--- src/pel_map.svh ---
/*
 * Constants of the peripheral enable and lock register bank: offsets,
 * field positions, reset values and the unlock key.
 * Assumes it is included by bare name from the design files.
 */
// Functional notes
// - Select bits 31:7 and bit 4 are reserved, read zero, ignore writes.
// - Bit 6 enables video port 2; zero powers it down; resets to 0.
// - Bit 5 enables video port 1; zero powers it down; resets to 0.
// - Bit 3 enables two-wire port 0; zero powers it down; resets to 0.
// - Bit 2, unsupported serial port 1 enable, resets to 1; software clears.
// - Bit 1 enables buffered serial port 0; resets to 1, enabled.
// - Bit 0 zero gives upper pins to video 1 while bit 5 enables it; one to audio port.
// - Video 1 lower pins follow video 1 and serial port 1 enables.
// - Upper group is video 1 lines 19:12 shared with audio lines 7:0.
// - Key 0x10C0010C written to the lock register unlocks select writes.
// - Lock register reads 1 while locked, 0 while unlocked.
// - Select writes act only while unlocked; locked writes change nothing.
// - Every write to the select register relocks it.
// - Lock comes out of reset locked, value 1.
`ifndef PEL_MAP_SVH
`define PEL_MAP_SVH

`define PEL_SELECT_ADDR 32'h01b3_f000
`define PEL_LOCK_ADDR 32'h01b3_f018
`define PEL_UNLOCK_KEY 32'h10c0_010c
`define PEL_SELECT_WMASK 7'h6f
`define PEL_SELECT_RESET 7'h06
`define PEL_LOCK_RESET 1'b1
`define PEL_BIT_VIDEO2 6
`define PEL_BIT_VIDEO1 5
`define PEL_BIT_TWOWIRE0 3
`define PEL_BIT_SERIAL1 2
`define PEL_BIT_SERIAL0 1
`define PEL_BIT_AUDIO 0
`define PEL_VIDEO1_UPPER_HI 19
`define PEL_VIDEO1_UPPER_LO 12
`define PEL_AUDIO_LINES 8
`define PEL_ENABLE_WAIT_NS 12800
`define PEL_CLK_NS 100
`define PEL_ENABLE_WAIT_CYCLES (`PEL_ENABLE_WAIT_NS / `PEL_CLK_NS)

`endif

--- src/pel_pkg.sv ---
/*
 * Types of the peripheral enable and lock register bank.
 * Assumes nothing of its surroundings.
 */
package pel_pkg;

    typedef enum logic [0:0] {
        PEL_UNLOCKED = 1'b0,
        PEL_LOCKED = 1'b1
    } pel_lock_e;

    typedef logic [6:0] pel_select_t;

endpackage

--- src/pel_pin_mux.sv ---
/*
 * Registered pin ownership for the shared video 1 and audio serial pins.
 * Assumes the select value comes from logic on the same clock.
 */
`include "pel_map.svh"

module pel_pin_mux (
    input wire logic core_clk_i,
    input wire logic rst_n_i,
    input wire pel_pkg::pel_select_t select_i,
    output logic video1_upper_pins_on_o,
    output logic video1_lower_pins_on_o,
    output logic audio_serial_on_o,
    output logic [`PEL_AUDIO_LINES-1:0] audio_serial_data_pins_on_o
);

    // ****************************************
    // Pin ownership decode
    // ****************************************
    wire upper_to_video = select_i[`PEL_BIT_VIDEO1] &
        ~select_i[`PEL_BIT_AUDIO];
    wire lower_to_video = select_i[`PEL_BIT_VIDEO1] &
        ~select_i[`PEL_BIT_SERIAL1];
    wire audio_sel = select_i[`PEL_BIT_AUDIO];

    // ****************************************
    // Output flops
    // ****************************************
    always_ff @(posedge core_clk_i or negedge rst_n_i) begin
        if (!rst_n_i) begin
            video1_upper_pins_on_o <= 1'b0;
            video1_lower_pins_on_o <= 1'b0;
            audio_serial_on_o <= 1'b0;
            audio_serial_data_pins_on_o <= '0;
        end else begin
            video1_upper_pins_on_o <= upper_to_video;
            video1_lower_pins_on_o <= lower_to_video;
            audio_serial_on_o <= audio_sel;
            audio_serial_data_pins_on_o <=
                {`PEL_AUDIO_LINES{audio_sel}};
        end
    end
endmodule // pel_pin_mux

--- src/pel_regs.sv ---
/*
 * Peripheral select register with key-protected lock, reached over the
 * CPU configuration bus: one-cycle read and write strobes, answer a cycle
 * later. Assumes bus signals come from logic on core_clk_i.
 */
`include "pel_map.svh"

module pel_regs (
    input wire logic core_clk_i,
    input wire logic rst_n_i,
    input wire logic [31:0] cfg_addr_i,
    input wire logic cfg_wr_i,
    input wire logic cfg_rd_i,
    input wire logic [31:0] cfg_wdata_i,
    output logic [31:0] cfg_rdata_o,
    output logic cfg_ack_o,
    output logic video2_on_o,
    output logic video1_on_o,
    output logic twowire0_on_o,
    output logic buffered_serial1_on_o,
    output logic buffered_serial0_on_o,
    output logic video1_upper_pins_on_o,
    output logic video1_lower_pins_on_o,
    output logic audio_serial_on_o,
    output logic [`PEL_AUDIO_LINES-1:0] audio_serial_data_pins_on_o
);

    // ****************************************
    // State
    // ****************************************
    pel_pkg::pel_select_t peripheral_select_reg;
    pel_pkg::pel_select_t peripheral_select_next;
    pel_pkg::pel_lock_e lock_state_flag_reg;
    pel_pkg::pel_lock_e lock_state_flag_next;

    // ****************************************
    // Decode
    // ****************************************
    wire hit_select = cfg_addr_i == `PEL_SELECT_ADDR;
    wire hit_lock = cfg_addr_i == `PEL_LOCK_ADDR;
    wire select_wr = cfg_wr_i & hit_select;
    wire lock_wr = cfg_wr_i & hit_lock;
    wire key_ok = cfg_wdata_i == `PEL_UNLOCK_KEY;
    wire unlocked = lock_state_flag_reg == pel_pkg::PEL_UNLOCKED;
    wire select_take = select_wr & unlocked;
    wire [6:0] wmask = `PEL_SELECT_WMASK;

    // Reserved bits never take write data
    assign peripheral_select_next = select_take ?
        pel_pkg::pel_select_t'((cfg_wdata_i[6:0] & wmask) |
        (peripheral_select_reg & ~wmask)) :
        peripheral_select_reg;

    // Any select write relocks; only the key unlocks
    assign lock_state_flag_next = select_wr ? pel_pkg::PEL_LOCKED :
        (lock_wr && key_ok) ? pel_pkg::PEL_UNLOCKED :
        lock_state_flag_reg;

    wire [31:0] select_view = {25'h000_0000, peripheral_select_reg};
    wire [31:0] lock_view = {31'h0000_0000, lock_state_flag_reg};
    wire [31:0] read_value = hit_select ? select_view :
        hit_lock ? lock_view : 32'h0000_0000;

    // ****************************************
    // Registers
    // ****************************************
    always_ff @(posedge core_clk_i or negedge rst_n_i) begin
        if (!rst_n_i) begin
            peripheral_select_reg <= `PEL_SELECT_RESET;
            lock_state_flag_reg <= pel_pkg::PEL_LOCKED;
        end else begin
            peripheral_select_reg <= peripheral_select_next;
            lock_state_flag_reg <= lock_state_flag_next;
        end
    end

    always_ff @(posedge core_clk_i or negedge rst_n_i) begin
        if (!rst_n_i) begin
            cfg_rdata_o <= 32'h0000_0000;
            cfg_ack_o <= 1'b0;
        end else begin
            cfg_ack_o <= cfg_rd_i | cfg_wr_i;
            if (cfg_rd_i) begin
                cfg_rdata_o <= read_value;
            end
        end
    end

    always_ff @(posedge core_clk_i or negedge rst_n_i) begin
        if (!rst_n_i) begin
            video2_on_o <= 1'b0;
            video1_on_o <= 1'b0;
            twowire0_on_o <= 1'b0;
            buffered_serial1_on_o <= 1'b1;
            buffered_serial0_on_o <= 1'b1;
        end else begin
            video2_on_o <= peripheral_select_next[`PEL_BIT_VIDEO2];
            video1_on_o <= peripheral_select_next[`PEL_BIT_VIDEO1];
            twowire0_on_o <= peripheral_select_next[`PEL_BIT_TWOWIRE0];
            buffered_serial1_on_o <=
                peripheral_select_next[`PEL_BIT_SERIAL1];
            buffered_serial0_on_o <=
                peripheral_select_next[`PEL_BIT_SERIAL0];
        end
    end

    // ****************************************
    // Shared pins
    // ****************************************
    pel_pin_mux u_pin_mux (
        .core_clk_i(core_clk_i),
        .rst_n_i(rst_n_i),
        .select_i(peripheral_select_reg),
        .video1_upper_pins_on_o(video1_upper_pins_on_o),
        .video1_lower_pins_on_o(video1_lower_pins_on_o),
        .audio_serial_on_o(audio_serial_on_o),
        .audio_serial_data_pins_on_o(audio_serial_data_pins_on_o)
    );
endmodule // pel_regs

--- config.mk ---
export PLATFORM = sky130hd
export DESIGN_NAME = pel_regs
export DESIGN_NICKNAME = d
export VERILOG_FILES = /design/src/pel_pkg.sv /design/src/pel_pin_mux.sv /design/src/pel_regs.sv
export VERILOG_INCLUDE_DIRS = /design/src
export SDC_FILE = /design/constraint.sdc
export NUM_CORES = 1
export LEC_CHECK = 0
export BUFFER_PORTS_ARGS = -buffer_cell sky130_fd_sc_hd__buf_2
export CORE_MARGIN = 2
export CORE_UTILIZATION = 35
export DETAILED_ROUTE_END_ITERATION = 10
export PLACE_DENSITY = 0.8
export SLEW_MARGIN = 20
export SYNTH_ARGS = -nofsm -noshare
export SYNTH_HDL_FRONTEND = slang
export SYNTH_HIERARCHICAL = 1
export SYNTH_SLANG_ARGS = --single-unit
--- constraint.sdc ---
create_clock -name core_clk_i -period 1.5 [get_ports core_clk_i]
set_clock_uncertainty 0.15 [all_clocks]
set_input_delay 0.15 -clock core_clk_i [delete_from_list [all_inputs] [get_ports core_clk_i]]
set_output_delay 0.15 -clock core_clk_i [all_outputs]
set_load 0.05 [all_outputs]
Yosys cells after proc, flatten, opt, wreduce, memory -nomap -nowiden
Cells that the tools add are included.
{ "totals": {"ff_bits": 50, "latch_bits": 0, "ramBits": 0, "rom_bits": 0, "input_bits": 68, "output_inout_bits": 49, "word_cells": 34, "memories": 0} }
{ "op_classes": {"n_addsub": 0, "n_mul": 0, "div": 0, "order_cmp": 0, "n_eq_ne": 3, "shift": 0, "n_mux": 5, "bitwise_logic": 10, "reduce_logical": 2} }
{ "op_table": {"columns": ["cell", "count"], "rows": [
  ["== test 32 x 25 -> 1 bit, second input constant", 2],
  ["== test 32 x 29 -> 1 bit, second input constant", 1],
  ["two-way mux 7 bit", 2],
  ["bitwise OR 7 x 5 -> 7 bit", 1],
  ["AND 1 bit", 5],
  ["two-way mux 1 bit", 3],
  ["inverter 1 bit", 3],
  ["nonzero test 2 bit", 1],
  ["logical AND 1 bit", 1],
  ["bitwise OR 1 bit", 1]
]} }

Logic depth before layout (Yosys ltp)
{ "logic_depth": {"ltp_word": 5, "ltp_mapped": 5, "ltp_nobuf": 4} }

By module
The synthesis kept the hierarchy.
{ "modules_own_cells": {"columns": ["mod", "instances", "cells_each", "area_each_um2", "seq_area_each_um2"], "rows": [
  ["pel_regs", 1, 99, 983.4, 354.1],
  ["pel_pin_mux", 1, 13, 162.7, 75.1]
]} }

Worst setup path before layout
Ideal clock, no wire load.
{ "synth_timing": {"path_type": "input to register", "start": "in cfg_addr_i[29]", "end": "reg peripheral_select_reg[0]", "setup_ns": 0.125, "t_arrival_ns": 1.650, "required_time_ns": 1.225, "path_slack_ns": -0.424, "cell_stages": 4, "path_buffers": 0, "path_cell_list": "or4_1 nor4_4 nand4_4 mux2_2"} }
{ "synth_between": {"elab_chain_len": 3} }
{ "synth_rtl": {"columns": ["item", "line_no", "rtl"], "rows": [
  ["start, declared", "pel_regs.sv:11", "input wire logic [31:0] cfg_addr_i,"],
  ["== test 32 x 25 -> 1 bit (no source line)", null, null],
  ["AND 1 bit", "pel_regs.sv:41", "wire select_wr = cfg_wr_i & hit_select;"],
  ["AND 1 bit", "pel_regs.sv:45", "wire select_take = select_wr & unlocked;"],
  ["end signal, assigned", "pel_regs.sv:69", "peripheral_select_reg <= `PEL_SELECT_RESET;"],
  ["end signal, assigned", "pel_regs.sv:72", "peripheral_select_reg <= peripheral_select_next;"],
  ["end, declared", "pel_regs.sv:31", "pel_pkg::pel_select_t peripheral_select_reg;"]
]} }
No other way between the ends.
A chain may end at the register's enable or synchronous reset.

Worst setup path after layout
{ "layout_timing": {"start": "in cfg_addr_i[27]", "end": "reg peripheral_select_reg[3]"} }
{ "layout_between": {"elab_chain_len": 4} }
{ "layout_rtl": {"columns": ["item", "line_no", "rtl"], "rows": [
  ["== test 32 x 25 -> 1 bit (no source line)", null, null],
  ["AND 1 bit", "pel_regs.sv:41", null],
  ["AND 1 bit", "pel_regs.sv:45", null],
  ["two-way mux 7 bit", "pel_regs.sv:49", "assign peripheral_select_next = select_take ?"]
]} }
No other way between the ends.

==> flow_summary.json <==
{
  "status": "complete, but fails checks",
  "failed_checks": "setup timing",
  "cts_tree": "built",
  "n_antenna_cell": 0,
  "crit_buf_inv": 1,
  "min_period_ns": 1.62,
  "avgSynthCellArea_um2": 10.2,
  "dr.pass1.iters": 6,
  "worstPathMaxFanout": 6,
  "cts_buffer_depth": 2,
  "final_common_cell": "buf_2",
  "drive_gt1_share_pct": 56.2,
  "die_x_um": 61.2,
  "rsz0062_at_grt": "true",
  "cts_buffers": 3,
  "place_congestion": 0.773,
  "cts_sinks": 17,
  "min_path_type": "in -> reg",
  "path_class": "in -> reg",
  "final-hold-violation-count": 0,
  "finalHoldWorstSlack_ns": 0.0461,
  "layout_common_cells": "88 x buf_2, 26 x conb_1, 14 x dfrtp_1",
  "portBuffers": 90,
  "rows": 20,
  "synth_area_um2": 1150,
  "syn_inst": 112,
  "wl_per_cell_um": 11.0,
  "coreArea_um2": 3080,
  "cap_violations": 0,
  "clk_pin_slew_ns": 0.10,
  "grt_usage_pct": 15.0,
  "pin_count": 117,
  "synth_seq_cells": 17,
  "cts_htree_levels": 1,
  "via_count": 1135,
  "fmax_mhz": 618,
  "end_kind": "register",
  "p_leak_nw": 0.938,
  "drv_slew": 0,
  "ctsRootBufferMaster": "clkbuf_4",
  "cpLargestDelayFamily": "simple AND/OR/NAND/NOR gates",
  "cp-start-kind": "primary input",
  "critPathArrivalTime_ns": 1.65,
  "drt_iter0_drc": 11,
  "grt_pass1_vias": 994,
  "cp.required_ns": 1.54,
  "ant_nets": 0,
  "initial_core_util_pct": 37.2,
  "die-area_um2": 3750,
  "grt_first_pass_wirelength_um": 4120,
  "min_period_over_period_pct": 108,
  "crit_slowest_cell": "or4b_4",
  "grt-ovfl-total": 0,
  "clk_latency_ns": 0.29,
  "drt-total-wl_um": 2800,
  "area_growth_pct": 45.3,
  "setup_ws_ns": -0.118,
  "die_h_um": 61.2,
  "routed_via_density": 4.47,
  "ys_types": 32,
  "cp_cell_sequence": "buf_6 > or4b_4 > nor4_4 > nand4_4 > mux2_4",
  "finalSetupViolCount": 10,
  "ir_worst_vdd_mv": 0.381,
  "power_density_nw_per_um2": 600,
  "rrSetupSlack_ns": 0.14,
  "slowest_delay_ns": 0.54,
  "yosysSeqAreaShare_pct": 37.4,
  "grt_max_degree": 18,
  "dp_hpwl_um": 2380,
  "yosys_warnings": 6,
  "drc": 0,
  "layout.nets": 279,
  "antenna_found_initial": 0,
  "post-place-ws_ns": -0.432
}
[path summary, 6_finish.rpt]
kind	depth (start not counted)	from	to
max	5	cfg_addr_i[27]	peripheral_select_reg[3]$_DFFE_PN0P_
min	3	cfg_wdata_i[6]	peripheral_select_reg[6]$_DFFE_PN0P_
max reg2reg	3	lock_state_flag_reg$_DFFE_PN1P_	peripheral_select_reg[5]$_DFFE_PN0P_
min reg2reg	0	peripheral_select_reg[0]$_DFFE_PN0P_	u_pin_mux/audio_serial_data_pins_on_o[0]$_DFF_PN0_
max in group asynchronous	2	rst_n_i	lock_state_flag_reg$_DFFE_PN1P_
min in group asynchronous	2	rst_n_i	u_pin_mux/video1_upper_pins_on_o$_DFF_PN0_
[synthesized netlist by cell type]
cell type | number | area [um2]
buf_4 | 34 | 255
dfrtp_1 | 14 | 350
inv_1 | 7 | 26.3
mux2_2 | 6 | 67.6
nand4_1 | 6 | 37.5
nor4_1 | 5 | 31.3
o21ai_0 | 5 | 25.0
nor4bb_1 | 4 | 40.0
dfstp_2 | 3 | 78.8
and4_1 | 2 | 17.5
nand3_1 | 2 | 10.0
nor2_1 | 2 | 7.51
nor2b_4 | 2 | 27.5
or4_1 | 2 | 15.0
a21oi_1 | 1 | 5.00
a22o_1 | 1 | 8.76
a311o_1 | 1 | 10.0
a31oi_1 | 1 | 6.26
and2_2 | 1 | 7.51
clkbuf_1 | 1 | 3.75
conb_1 | 1 | 3.75
nand2_1 | 1 | 3.75
nand3b_1 | 1 | 7.51
nand4_4 | 1 | 21.3
nand4b_1 | 1 | 8.76
nor2b_1 | 1 | 6.26
nor3_1 | 1 | 5.00
nor4_4 | 1 | 21.3
nor4b_1 | 1 | 8.76
o31a_1 | 1 | 8.76
or2_2 | 1 | 6.26
or4b_4 | 1 | 13.8
[area by class of cell]
class                      instances  area (um2)
fill                             290        1410
timing repair buffer             104         588
multi-input combinational         78         539
sequential                        17         429
tap                               44        55.1
inverter                           7        26.3
clock buffer                       3        22.5
clock inverter                     1        5.00
[worst min-delay path: stages]
cell and delay, ns:
buf_2 0.09, buf_4 0.09, mux2_2 0.13
[routing by layer]
| metal | vias to the layer above | track usage (%) | wire length (um) |
|---|---|---|---|
| met5 | - | 0 | 0 |
| met4 | 0 | 8.70 | 80 |
| met3 | 6 | 2.31 | 270 |
| met2 | 72 | 26.0 | 1450 |
| met1 | 518 | 17.5 | 1010 |
| li1 | 539 | - | - |
[logic make-up (layout without fill, tap and decap cells)]
group / count (synthesis) / in the layout / synth area share [%]
muxes: 6 / 6 / 5.89
buffers and inverters: 42 / 115 / 24.9
other: 1 / 26 / 0.327
and+or+nand+nor: 36 / 36 / 25.9
AOI/OAI and AO/OA: 10 / 10 / 5.57
DFF: 17 / 17 / 37.4
[per-stage QoR]
stage / instances / power, mW / TNS [ns] / instance area (um2) / utilization, %
3_5_place_dp: 241 / 0.744 / -4.42 / 1530 / 49.6
5_1_grt: 254 / 1.05 / -1.40 / 1670 / 54.1
2_1_floorplan: 137 / 0.690 / -3.13 / 1240 / -
4_1_cts: 254 / 1.01 / -0.589 / 1660 / 53.8
3_3_place_gp: 241 / 0.742 / -4.17 / 1530 / 49.6
6_report: 254 / 0.999 / -0.593 / 1670 / 54.1
[timing repair]
item                                    CTS  global route
hold buffers                              8             0
endpoints found under the hold margin    28             0
pin swaps                                 3             1
gates resized for setup                   6             5
endpoints found under the setup margin    8            14
cloned                                    0             0
setup buffers                             1             0
[where the power goes]
group	switching (mW)	internal (mW)	leakage [nW]
registers	0.000335	0.460	0.223
logic	0.199	0.0955	0.697
clock network	0.146	0.0992	0.0177
total	0.345	0.655	0.938
Power figures use the tool's default switching activity.
